File: src/speed_framer_consts.svh
`ifndef SPEED_FRAMER_CONSTS_SVH
`define SPEED_FRAMER_CONSTS_SVH

// Register byte offsets
`define OFS_CTRL        8'h00
`define OFS_PERIOD      8'h04
`define OFS_LIVE        8'h08
`define OFS_PEAK        8'h0c
`define OFS_HIT         8'h10
`define OFS_LOCKED      8'h14
`define OFS_TARGET      8'h18
`define OFS_STATUS      8'h1c

// Control register fields
`define CTRL_ENABLE     0
`define CTRL_MULTIDROP  1
`define CTRL_FMT_LO     2
`define CTRL_TENTHS     4
`define CTRL_SEL_LO     5
`define CTRL_LEAD_SPACE 7
`define CTRL_TERM_LF    8
`define CTRL_SPLIT      9
`define CTRL_TRANSMIT   10
`define CTRL_PEAK_EN    11
`define CTRL_W          12
`define CTRL_RST        12'h020

// Target register fields
`define TGT_LOCKED      0
`define TGT_OUTBOUND    1

// Message bytes
`define ASC_CR          8'h0d
`define ASC_LF          8'h0a
`define ASC_DOT         8'h2e
`define ASC_SPACE       8'h20
`define ASC_ZERO        8'h30
`define ASC_NINE        8'h39
`define MULTI_TYPE      8'h81
`define CFG_FIXED       8'h42
`define CFG_LOCK_BIT    5
`define CFG_DIR_BIT     4
`define CFG_SPLIT_BIT   3
`define CFG_XMIT_BIT    0
`define STAT_FIXED      8'h40
`define STAT_PEAK_BIT   2

// Timing
`define CLK_HZ          25000000
`define MSG_PERIOD_MS   100
`define MSG_PERIOD_CYC  ((`CLK_HZ / 1000) * `MSG_PERIOD_MS)

`endif

File: src/speed_framer_pkg.sv
package speed_framer_pkg;

    typedef enum logic [1:0] {
        short_single_speed_format,
        four_digit_single_speed_format,
        multi_speed_format
    } format_type;

    typedef enum logic [1:0] {
        sel_live,
        sel_peak,
        sel_hit
    } speed_sel_type;

    typedef enum logic {
        tx_idle,
        tx_send
    } tx_state_type;

    typedef logic [13:0] speed_type;

endpackage : speed_framer_pkg

File: src/speed_framer.sv
`timescale 1ns/1ps
`include "speed_framer_consts.svh"

module speed_byte_fifo #(
    parameter int WIDTH = 8,
    parameter int DEPTH = 8
) (
    // Clock and reset
    input  wire logic             pclk,
    input  wire logic             presetn,
    // Fill side
    input  wire logic             in_valid,
    output logic                  in_ready,
    input  wire logic [WIDTH-1:0] in_data,
    // Drain side
    output logic                  out_valid,
    input  wire logic             out_ready,
    output logic [WIDTH-1:0]      out_data
);
    localparam int PW = $clog2(DEPTH);

    typedef struct packed {
        logic [PW-1:0] wr_ptr;
        logic [PW-1:0] rd_ptr;
        logic [PW:0]   count;
    } fifo_state_type;

    fifo_state_type   cur;
    fifo_state_type   next_cur;
    logic [WIDTH-1:0] mem [DEPTH];
    logic             push;
    logic             pop;

    if (DEPTH < 2 || (1 << PW) != DEPTH || WIDTH < 1) begin : g_bad_fifo
        $error("fifo depth must be a power of two of at least 2");
    end

    assign in_ready  = cur.count != (PW+1)'(DEPTH);
    assign out_valid = cur.count != '0;
    assign out_data  = mem[cur.rd_ptr];
    assign push      = in_valid & in_ready;
    assign pop       = out_valid & out_ready;

    always_comb begin
        next_cur = cur;
        if (push) begin
            next_cur.wr_ptr = cur.wr_ptr + 1'b1;
        end
        if (pop) begin
            next_cur.rd_ptr = cur.rd_ptr + 1'b1;
        end
        next_cur.count = cur.count + (PW+1)'(push) - (PW+1)'(pop);
    end

    always_ff @(posedge pclk or negedge presetn) begin
        if (!presetn) begin
            cur <= '0;
        end else begin
            cur <= next_cur;
        end
    end

    always_ff @(posedge pclk) begin
        if (push) begin
            mem[cur.wr_ptr] <= in_data;
        end
    end
endmodule : speed_byte_fifo

module speed_framer #(
    parameter int PERIOD_CYCLES = `MSG_PERIOD_CYC,
    parameter int FIFO_DEPTH    = 8
) (
    // Clock and reset
    input  wire logic        pclk,
    input  wire logic        presetn,
    // APB slave
    input  wire logic [7:0]  paddr,
    input  wire logic        psel,
    input  wire logic        penable,
    input  wire logic        pwrite,
    input  wire logic [31:0] pwdata,
    input  wire logic [3:0]  pstrb,
    output logic [31:0]      prdata,
    output logic             pready,
    output logic             pslverr,
    // Poll from the command decoder, same clock
    input  wire logic        speed_request_poll,
    // Byte stream to the serial transmitter
    output logic [7:0]       tx_data,
    output logic             tx_valid,
    input  wire logic        tx_ready
);
    typedef struct packed {
        logic [`CTRL_W-1:0]          ctrl;
        logic [31:0]                 period;
        speed_framer_pkg::speed_type live;
        speed_framer_pkg::speed_type peak;
        speed_framer_pkg::speed_type hit;
        speed_framer_pkg::speed_type lock;
        logic [1:0]                  target;
        logic [31:0]                 rdata;
        speed_framer_pkg::tx_state_type st;
        logic [4:0]                  idx;
        logic [31:0]                 timer;
        logic                        poll_pend;
        logic [15:0]                 msg_count;
        speed_framer_pkg::format_type s_fmt;
        logic                        s_tenths;
        logic                        s_term;
        logic                        s_lead;
        speed_framer_pkg::speed_type s_sel;
        speed_framer_pkg::speed_type s_lock;
        speed_framer_pkg::speed_type s_peak;
        speed_framer_pkg::speed_type s_live;
        logic [7:0]                  s_cfg;
        logic [7:0]                  s_stat;
    } state_type;

    state_type  cur;
    state_type  next_cur;
    logic       fifo_in_ready;
    logic       push;
    logic [8:0] pbyte;
    logic       msg_start;

    if (PERIOD_CYCLES < 1) begin : g_bad_period
        $error("message period must be at least one cycle");
    end

    function automatic logic [16:0] pow10(input logic [2:0] p);
        unique case (p)
            3'd0:    pow10 = 17'd1;
            3'd1:    pow10 = 17'd10;
            3'd2:    pow10 = 17'd100;
            3'd3:    pow10 = 17'd1000;
            3'd4:    pow10 = 17'd10000;
            default: pow10 = 17'd100000;
        endcase
    endfunction : pow10

    // Saturates at all nines when the speed has more digits than the field
    function automatic speed_framer_pkg::speed_type clamp(
        input speed_framer_pkg::speed_type v, input logic [2:0] n);
        logic [16:0] mx;
        mx = pow10(n) - 17'd1;
        clamp = ({3'b0, v} > mx) ? speed_framer_pkg::speed_type'(mx) : v;
    endfunction : clamp

    function automatic logic [7:0] digit(input speed_framer_pkg::speed_type v,
        input logic [2:0] p, input logic [2:0] mp, input logic lead);
        logic [16:0] q;
        logic [3:0]  d;
        q = {3'b0, v} / pow10(p);
        d = 4'(q % 17'd10);
        if (lead && p > mp && q == 17'd0) begin
            digit = `ASC_SPACE;
        end else begin
            digit = `ASC_ZERO + {4'h0, d};
        end
    endfunction : digit

    function automatic logic [31:0] merge(input logic [31:0] old, input logic [31:0] wd,
        input logic [3:0] strb);
        for (int i = 0; i < 4; i++) begin
            old[i*8 +: 8] = strb[i] ? wd[i*8 +: 8] : old[i*8 +: 8];
        end
        merge = old;
    endfunction : merge

    function automatic logic mapped(input logic [7:0] a);
        mapped = (a[1:0] == 2'b00) && (a <= `OFS_STATUS);
    endfunction : mapped

    // Byte at the current index of the message snapshot, with its last-byte flag on top
    function automatic logic [8:0] msg_byte(input state_type s);
        logic [2:0] intdig;
        logic [2:0] nd;
        logic [2:0] mp;
        logic [4:0] cr_i;
        logic [7:0] b;
        logic       last;
        intdig = (s.s_fmt == speed_framer_pkg::four_digit_single_speed_format) ? 3'd4 : 3'd3;
        nd     = intdig + {2'b0, s.s_tenths};
        mp     = {2'b0, s.s_tenths};
        cr_i   = {2'b0, intdig} + (s.s_tenths ? 5'd2 : 5'd0);
        b      = `ASC_SPACE;
        last   = 1'b0;
        if (s.s_fmt == speed_framer_pkg::multi_speed_format) begin
            if (s.idx == 5'd0) begin
                b = `MULTI_TYPE;
            end else if (s.idx == 5'd1) begin
                b = s.s_cfg;
            end else if (s.idx == 5'd2) begin
                b = s.s_stat;
            end else if (s.idx <= 5'd5) begin
                b = `ASC_ZERO;
            end else if (s.idx <= 5'd8) begin
                b = digit(s.s_lock, 3'(5'd8 - s.idx), 3'd0, s.s_lead);
            end else if (s.idx <= 5'd11) begin
                b = digit(s.s_peak, 3'(5'd11 - s.idx), 3'd0, s.s_lead);
            end else if (s.idx <= 5'd14) begin
                b = digit(s.s_live, 3'(5'd14 - s.idx), 3'd0, s.s_lead);
            end else begin
                b    = `ASC_CR;
                last = 1'b1;
            end
        end else begin
            if (s.idx < {2'b0, intdig}) begin
                b = digit(s.s_sel, 3'({2'b0, nd} - 5'd1 - s.idx), mp, s.s_lead);
            end else if (s.s_tenths && s.idx == {2'b0, intdig}) begin
                b = `ASC_DOT;
            end else if (s.s_tenths && s.idx == {2'b0, intdig} + 5'd1) begin
                b = digit(s.s_sel, 3'd0, mp, s.s_lead);
            end else if (s.idx == cr_i) begin
                b    = `ASC_CR;
                last = ~s.s_term;
            end else begin
                b    = `ASC_LF;
                last = 1'b1;
            end
        end
        msg_byte = {last, b};
    endfunction : msg_byte

    assign pready  = 1'b1;
    assign pslverr = psel & penable & ~mapped(paddr);
    assign prdata  = cur.rdata;
    assign push    = (cur.st == speed_framer_pkg::tx_send) & fifo_in_ready;
    assign pbyte   = msg_byte(cur);

    always_comb begin
        logic [2:0] nd;
        speed_framer_pkg::speed_type sel;
        nd        = 3'd0;
        sel       = '0;
        next_cur  = cur;
        msg_start = 1'b0;
        if (psel && penable && pwrite) begin
            unique case (paddr)
                `OFS_CTRL:   next_cur.ctrl   = `CTRL_W'(merge(32'(cur.ctrl), pwdata, pstrb));
                `OFS_PERIOD: next_cur.period = merge(cur.period, pwdata, pstrb);
                `OFS_LIVE:   next_cur.live   = 14'(merge(32'(cur.live), pwdata, pstrb));
                `OFS_PEAK:   next_cur.peak   = 14'(merge(32'(cur.peak), pwdata, pstrb));
                `OFS_HIT:    next_cur.hit    = 14'(merge(32'(cur.hit), pwdata, pstrb));
                `OFS_LOCKED: next_cur.lock   = 14'(merge(32'(cur.lock), pwdata, pstrb));
                `OFS_TARGET: next_cur.target = 2'(merge(32'(cur.target), pwdata, pstrb));
                default:     next_cur.ctrl   = cur.ctrl;
            endcase
        end
        if (psel && !penable) begin
            unique case (paddr)
                `OFS_CTRL:   next_cur.rdata = 32'(cur.ctrl);
                `OFS_PERIOD: next_cur.rdata = cur.period;
                `OFS_LIVE:   next_cur.rdata = 32'(cur.live);
                `OFS_PEAK:   next_cur.rdata = 32'(cur.peak);
                `OFS_HIT:    next_cur.rdata = 32'(cur.hit);
                `OFS_LOCKED: next_cur.rdata = 32'(cur.lock);
                `OFS_TARGET: next_cur.rdata = 32'(cur.target);
                `OFS_STATUS: next_cur.rdata = {cur.msg_count, 14'h0, cur.poll_pend,
                                               cur.st == speed_framer_pkg::tx_send};
                default:     next_cur.rdata = 32'h0000_0000;
            endcase
        end
        // Streaming timer runs only in point-to-point mode
        if (!cur.ctrl[`CTRL_ENABLE] || cur.ctrl[`CTRL_MULTIDROP]) begin
            next_cur.timer = 32'h0000_0000;
        end else if (cur.timer != 32'h0000_0000) begin
            next_cur.timer = cur.timer - 32'd1;
        end
        if (cur.st == speed_framer_pkg::tx_idle && cur.ctrl[`CTRL_ENABLE]) begin
            msg_start = cur.ctrl[`CTRL_MULTIDROP] ? cur.poll_pend
                                                  : (cur.timer == 32'h0000_0000);
        end
        if (msg_start) begin
            next_cur.st       = speed_framer_pkg::tx_send;
            next_cur.idx      = 5'd0;
            next_cur.timer    = cur.ctrl[`CTRL_MULTIDROP] ? 32'h0000_0000
                                : (cur.period - 32'd1);
            next_cur.s_fmt    = speed_framer_pkg::format_type'(cur.ctrl[`CTRL_FMT_LO +: 2]);
            if (cur.ctrl[`CTRL_FMT_LO +: 2] == 2'b11) begin
                next_cur.s_fmt = speed_framer_pkg::short_single_speed_format;
            end
            next_cur.s_tenths = cur.ctrl[`CTRL_TENTHS];
            next_cur.s_term   = cur.ctrl[`CTRL_TERM_LF];
            next_cur.s_lead   = cur.ctrl[`CTRL_LEAD_SPACE];
            nd  = (next_cur.s_fmt == speed_framer_pkg::four_digit_single_speed_format ? 3'd4 : 3'd3)
                  + {2'b0, cur.ctrl[`CTRL_TENTHS]};
            unique case (cur.ctrl[`CTRL_SEL_LO +: 2])
                2'd0:    sel = cur.live;
                2'd2:    sel = cur.hit;
                default: sel = cur.peak;
            endcase
            next_cur.s_sel    = clamp(sel, nd);
            next_cur.s_lock   = clamp(cur.lock, 3'd3);
            next_cur.s_peak   = clamp(cur.peak, 3'd3);
            next_cur.s_live   = clamp(cur.live, 3'd3);
            next_cur.s_cfg    = `CFG_FIXED;
            next_cur.s_cfg[`CFG_LOCK_BIT]  = cur.target[`TGT_LOCKED];
            next_cur.s_cfg[`CFG_DIR_BIT]   = cur.target[`TGT_OUTBOUND];
            next_cur.s_cfg[`CFG_SPLIT_BIT] = cur.ctrl[`CTRL_SPLIT];
            next_cur.s_cfg[`CFG_XMIT_BIT]  = cur.ctrl[`CTRL_TRANSMIT];
            next_cur.s_stat   = `STAT_FIXED;
            next_cur.s_stat[`STAT_PEAK_BIT] = cur.ctrl[`CTRL_PEAK_EN];
        end
        // A poll arriving as the pending one is taken stays pending
        next_cur.poll_pend = (cur.poll_pend & ~msg_start)
                             | (speed_request_poll & cur.ctrl[`CTRL_MULTIDROP]);
        if (push) begin
            if (pbyte[8]) begin
                next_cur.st        = speed_framer_pkg::tx_idle;
                next_cur.msg_count = cur.msg_count + 16'd1;
            end else begin
                next_cur.idx = cur.idx + 5'd1;
            end
        end
    end

    always_ff @(posedge pclk or negedge presetn) begin
        if (!presetn) begin
            cur        <= '0;
            cur.ctrl   <= `CTRL_RST;
            cur.period <= 32'(PERIOD_CYCLES);
        end else begin
            cur <= next_cur;
        end
    end

    speed_byte_fifo #(
        .WIDTH (8),
        .DEPTH (FIFO_DEPTH)
    ) u_fifo (
        .pclk      (pclk),
        .presetn   (presetn),
        .in_valid  (cur.st == speed_framer_pkg::tx_send),
        .in_ready  (fifo_in_ready),
        .in_data   (pbyte[7:0]),
        .out_valid (tx_valid),
        .out_ready (tx_ready),
        .out_data  (tx_data)
    );
endmodule : speed_framer

File: config.mk
export PLATFORM = sky130hd
export DESIGN_NAME = speed_framer
export DESIGN_NICKNAME = d
export VERILOG_FILES = /design/src/speed_framer_pkg.sv /design/src/speed_framer.sv
export VERILOG_INCLUDE_DIRS = /design/src
export SDC_FILE = /design/constraint.sdc
export NUM_CORES = 2
export LEC_CHECK = 0
export BUFFER_PORTS_ARGS = -buffer_cell sky130_fd_sc_hd__buf_2
export CELL_PAD_IN_SITES_DETAIL_PLACEMENT = 1
export CELL_PAD_IN_SITES_GLOBAL_PLACEMENT = 1
export CORE_MARGIN = 4
export CORE_UTILIZATION = 51
export CTS_CLUSTER_SIZE = 16
export DETAILED_ROUTE_END_ITERATION = 6
export PLACE_DENSITY = 0.9
export SYNTH_ARGS = -nofsm -noshare
export SYNTH_HDL_FRONTEND = slang
export SYNTH_SLANG_ARGS = --single-unit
File: constraint.sdc
create_clock -name pclk -period 103.9 [get_ports pclk]
set_input_delay 20.78 -clock pclk [delete_from_list [all_inputs] [get_ports pclk]]
set_output_delay 20.78 -clock pclk [all_outputs]
set_load 0.02 [all_outputs]
# Word-level counts from Yosys, hierarchy flattened

Memory sizes are Yosys's and may differ from the RTL's.
Cells that the tools add are included.

Reduce and logical (&&, ||, !) cells: 51
Magnitude comparators: 14
Equal/unequal tests: 38
$add $sub $neg: 24
Bitwise logic cells: 11
Muxes and demuxes: 85
Divide/modulo/power cells: 10

Operators with widths:

| kind                                               | number |
|---|---|
| two-way mux 17 bit                                 | 29 |
| case mux 17 bit (5 select lines)                   | 5 |
| case mux 32 bit (8 select lines)                   | 1 |
| two-way mux 32 bit                                 | 3 |
| divider 14 x 17 -> 17 bit                          | 5 |
| modulo 17 x 4 -> 17 bit, second input constant     | 5 |
| two-way mux 8 bit                                  | 9 |
| two-way mux 14 bit                                 | 5 |
| greater-than comparator 14 x 17 -> 1 bit           | 4 |
| logical NOT 17 bit                                 | 4 |
| subtractor 32 x 1 -> 32 bit, second input constant | 2 |
| AND reduction 3 bit                                | 15 |
| two-way mux 7 bit                                  | 6 |
| two-way mux 38 bit                                 | 1 |
| adder 6 x 4 -> 7 bit, first input constant         | 5 |
| subtractor 17 x 1 -> 17 bit, second input constant | 2 |
| == test 8 x 5 -> 1 bit, second input constant      | 4 |
| logical NOT 32 bit                                 | 1 |
| nonzero test 32 bit                                | 1 |
| == test 3 x 2 -> 1 bit, second input constant      | 10 |
| case mux 14 bit (2 select lines)                   | 1 |
| two-way mux 1 bit                                  | 17 |
| adder 16 x 1 -> 16 bit, second input constant      | 1 |
| == test 8 x 4 -> 1 bit, second input constant      | 2 |
| 45 further kinds                                   | 95 |

RAM bits: 64
Word-level logic and storage cells: 268
Input port bits: 51
Bits in registers: 268
Memories kept: 1
Output and inout port bits: 43

Memory list:

| memory     | depth | bits a word | rd ports | clocked after memory_dff | write ports | RTL line           | source |
|---|---|---|---|---|---|---|---|
| u_fifo.mem | 8     | 8           | 1        | 0                        | 1           | speed_framer.sv:30 | `logic [WIDTH-1:0] mem [DEPTH];` |

# Logic depth before layout (Yosys ltp)

Depth in word-level cells: 23
Gate-level depth with buffers: 206
Mapped depth without buffers: 183

# Cells and area by module

Synthesis repeated with hierarchy kept, for this count alone.

Cells, all modules: 6707
Area total of the unflattened synthesis: 51763.4 um^2

By module, submodules not included:

| module          | cells each | sequential area each (um^2) | times used | area an instance (um^2) |
|---|---|---|---|---|
| speed_framer    | 6559       | 6417.4                      | 1          | 48706.7 |
| speed_byte_fifo | 148        | 2172.1                      | 1          | 3056.7 |

# Least setup slack after synthesis

No wires, ideal clock.

Path type: input -> output
Start point: input port paddr[0]
End point: output port pslverr
Required time: 83120 ps
Cell stages on the path: 3
Data arrival time: 21588 ps
Setup slack: 61532 ps
Path through: or4_1 nor2_1 nor2_1

Longest elaborated chain between the ends: 4

RTL lines:

| item                                                                               | RTL line            | source |
|---|---|---|
| start, declared                                                                    | speed_framer.sv:78  | `input wire logic [7:0] paddr,` |
| <= comparator 8 x 5 -> 1 bit (no line) / logical NOT 2 bit (equally long branches) | --                  |  |
| logical AND 1 bit *                                                                | speed_framer.sv:172 | `` mapped = (a[1:0] == 2'b00) && (a <= `OFS_STATUS); `` |
| inverter 1 bit *                                                                   | speed_framer.sv:227 | `assign pslverr = psel & penable & ~mapped(paddr);` |
| AND 1 bit *                                                                        | speed_framer.sv:227 |  |
| end, declared                                                                      | speed_framer.sv:86  | `output logic pslverr,` |

Every way passes the cells marked *; elsewhere a longest branch is shown, timed or not.

# Worst setup path in the final report

Start point: register cur[126] in the netlist's numbering
End point: memory u_fifo.mem[3][1] (data pin)

Longest elaborated chain between the ends: 23

RTL lines:

| item                                  | RTL line            | source |
|---|---|---|
| start, declared                       | speed_framer.sv:120 | `state_type cur;` |
| start signal, assigned                | speed_framer.sv:325 | `cur <= next_cur;` |
| subtractor 3 bit                      | speed_framer.sv:203 | `b = digit(s.s_live, 3'(5'd14 - s.idx), 3'd0, s.s_lead);` |
| == test 3 bit (tied with other cells) | speed_framer.sv:132 | `unique case (p)` |
| case mux 17 bit (5 select lines)      | speed_framer.sv:132 |  |
| two-way mux 17 bit                    | speed_framer.sv:202 | `end else if (s.idx <= 5'd14) begin` |
| two-way mux 17 bit                    | speed_framer.sv:200 | `end else if (s.idx <= 5'd11) begin` |
| two-way mux 17 bit                    | speed_framer.sv:198 | `end else if (s.idx <= 5'd8) begin` |
| two-way mux 17 bit                    | speed_framer.sv:196 | `end else if (s.idx <= 5'd5) begin` |
| two-way mux 17 bit                    | speed_framer.sv:194 | `end else if (s.idx == 5'd2) begin` |
| [8 not listed]                        | --                  |  |
| two-way mux 8 bit                     | speed_framer.sv:200 |  |
| two-way mux 8 bit                     | speed_framer.sv:198 |  |
| two-way mux 8 bit                     | speed_framer.sv:196 |  |
| two-way mux 8 bit                     | speed_framer.sv:194 |  |
| two-way mux 8 bit                     | speed_framer.sv:192 | `end else if (s.idx == 5'd1) begin` |
| two-way mux 8 bit                     | speed_framer.sv:190 | `if (s.idx == 5'd0) begin` |
| two-way mux 8 bit *                   | speed_framer.sv:189 | `if (s.s_fmt == speed_framer_pkg::multi_speed_format) begin` |
| named net pbyte[1]                    | speed_framer.sv:124 | `logic [8:0] pbyte;` |
| end, declared                         | speed_framer.sv:30  |  |

The timed path passes the listed nets; every way through them passes the cells marked *. The select of a mux whose other input is x is not followed.

==> impl_metrics.yaml <==
sta:
  finalSetupViolations: 0
  finalCriticalPeriod_ps: 47160
  max_clock_freq_ghz: 0.0212
  skew_ps: 31.8
  period_share_pct: 45.4
  final-hold-violation-count: 0
  relSlewSlack_pct: 11.7
  drv_slew: 0
  holdWs_ps: 493
  worst_pin_slew_ps: 1320
  fin_tns_setup_ps: 0
  rsz0062_at_grt: "false"
floorplanning:
  dieArea_um2: 103000
  start_util_pct: 51.5
  fp.dieH_um: 321
  coreArea_um2: 96900
  die_w_um: 321
  rows: 114
  io_pins: 94
clocking:
  cts_max_level: 2
  post_cts_resized: 0
  cts.sinks: 330
  cts_tree: "yes"
  root_buffer: "clkbuf_16"
  cts_buffers: 39
  postCtsSetupBuffers: 0
  clockBufferDepth: 3
  insertion_delay_ps: 620
  hold_buffers: 0
  clkTransAtPathRegs_ps: 60
setup_path:
  critPathKind: "reg -> reg"
  cp.buffers_inverters: 11
  critPathMaxStageDelay_ps: 970
  crit_path_start_kind: "flop"
  end_kind: "flop"
  critPathArrivalTime_ps: 47370
  worstPathRequired_ps: 104110
  critPathSlowestCell: "o21ai_1"
  reg2reg_depth: 170
  cp.depth: 170
  crit_path_frequent_cell: "o21a_1"
  cp_max_fo: 28
  crit_family: "compound AO/OA/AOI/OAI gates"
final_layout:
  fin_util_pct: 54.2
  syn_to_final_growth_pct: 5.14
  nets: 6974
  stdcell_count: 7612
  fill_cells: 11920
  drive_gt1_share_pct: 9.85
synth:
  syn_area_um2: 49900
  synth-simple-area-share_pct: 23.0
  synth_xor_area_share_pct: 5.18
  synth_warnings: 0
  yosysUniqueCellTypes: 142
  synth-edff-count: 64
  netlist_instances: 6408
  synth-compound-area-share_pct: 27.0
  syn_avg_cell_area_um2: 7.79
  async_reset_ff_share_pct: 80.6
  synth_adder_area_share_pct: 15.8
  synthMuxAreaShare_pct: 7.28
  synth_top_flop_cell: "dfrtp_1"
  synth_seq_area_share_pct: 17.2
  ys_seq_elements: 330
  synth_top_family_by_area: "compound AO/OA/AOI/OAI gates"
grt:
  grt_max_degree: 115
  grt_remaining_overflow: 0
  grtUsageTotal_pct: 36.8
  grt_pass1_vias: 56551
  antenna_found_initial: 11
  grt_pass1_wl_mm: 311
route:
  avgViaCountPerCell: 7.15
  finalWirelength_mm: 199
  dr.first_iter.drc_count: 5416
  num_vias: 54456
  drc: 0
  drt_pass1_iterations: 6
  wl_per_cell_um: 26.2
  antenna_left: 0
worst_hold_path:
  whs_path_depth: 2
  hp-class: "reg -> reg"
place:
  dp.cells: 7532
  place_hpwl_mm: 140
  place_congestion: 0.910
  portBuffers: 92
status:
  outcome: "complete, no violations"
job:
  max-cap-violations: 0
-- registers in the layout, summed over array words and instances (netlist names) --
name,count
u_fifo.cur,10
prdata,32
cur,224
u_fifo.mem,64
-- Yosys cell counts (46+ instances only) --
| master | count | share of area, % |
|---|---|---|
| nand2b_1 | 74 | 0.93 |
| nand3_1 | 146 | 1.5 |
| a21o_1 | 143 | 2.2 |
| a22oi_1 | 51 | 0.77 |
| o21a_1 | 281 | 4.2 |
| and2_1 | 46 | 0.58 |
| mux2i_1 | 76 | 1.5 |
| nand4_1 | 93 | 1.2 |
| dfrtp_1 | 257 | 13 |
| xnor2_1 | 169 | 3.0 |
| xor2_1 | 124 | 2.2 |
| a31oi_1 | 57 | 0.71 |
| nor3_1 | 372 | 3.7 |
| and3_1 | 48 | 0.60 |
| clkbuf_1 | 242 | 1.8 |
| o211ai_1 | 61 | 0.92 |
| o21ai_0 | 417 | 4.2 |
| edfxtp_1 | 64 | 3.9 |
| nor2_1 | 527 | 4.0 |
| a21oi_1 | 327 | 3.3 |
| nor2b_1 | 63 | 0.79 |
| or3_1 | 86 | 1.1 |
| nand2_1 | 657 | 4.9 |
| inv_1 | 179 | 1.3 |
| nor4_1 | 63 | 0.79 |
| o31ai_1 | 155 | 2.3 |
| mux2_2 | 200 | 4.5 |
| ha_1 | 623 | 16 |
-- metal layers --
metal  GRT usage [%]  vias up  wire (um)
met4            25.5        8      15600
met1            42.5    26695      76100
met3            7.39     1115      15200
met2            61.6     2812      92300
met5               0        -         44
li1                -    23826          -
-- worst paths after layout --
kind	from	end	slack [ps]
max in group asynchronous	presetn	cur[88]$_DFFE_PN0P_	81870
worst max-delay path	cur[126]$_DFF_PN0_	u_fifo.mem[3][1]$_DFFE_PP_	56740
min in group asynchronous	presetn	cur[204]$_DFFE_PN0P_	20320
worst max register to register	cur[126]$_DFF_PN0_	u_fifo.mem[3][1]$_DFFE_PP_	56740
worst min register to register	prdata[7]$_DFFE_PN0P_	prdata[7]$_DFFE_PN0P_	490
worst min-delay path	prdata[7]$_DFFE_PN0P_	prdata[7]$_DFFE_PN0P_	490
-- kinds of logic after synthesis --
group | Yosys count
fa+ha+maj | 630
mux | 305
buf+inv | 530
simple gates | 2356
other cells | 2
compound gates | 1961
xor+xnor | 294
flops | 330
-- stage by stage --
step           worst slack [ps]  instance area [um2]
2_1_floorplan             61530                49900
3_5_place_dp              60310                51200
6_report                  56740                52500
4_1_cts                   58750                52400
5_1_grt                   54840                52500
3_3_place_gp              61320                51200
-- tightest hold or removal path: cells and delay by family (launching register included) --
family             cells  cell delay, ps
DFF                    1             340
and+or+nand+nor        1              50
AOI/OAI and AO/OA      1              70
-- layout make-up --
type                    count  area [um2]  share of cell area [%]
well taps                1276        1600                    3.04
diodes                      9        22.5                  0.0429
multi-input cells        5559       39200                    74.7
clock buffers              57        1070                    2.05
flip-flops and latches    330        8590                    16.4
clock inverters            14         176                   0.336
repair buffers            181        1140                    2.17
inverters                 186         698                    1.33
-- cell usage in the layout, fill, tap and decap left out, types with 57 or more instances in the layout --
master    instances
nand2_1         657
ha_1            623
nor2_1          525
o21ai_0         410
nor3_1          368
a21oi_1         327
o21a_1          281
dfrtp_1         257
mux2_2          200
inv_1           179
xnor2_1         169
o31ai_1         153
nand3_1         145
a21o_1          143
xor2_1          124
nand4_1          93
buf_2            91
buf_4            89
or3_1            86
mux2i_1          76
nand2b_1         73
edfxtp_1         64
nor4_1           63
nor2b_1          63
o211ai_1         61
a31oi_1          57
Power is not shown: default switching activity piles up to over one toggle a cycle in this logic, so the estimate is an artifact.
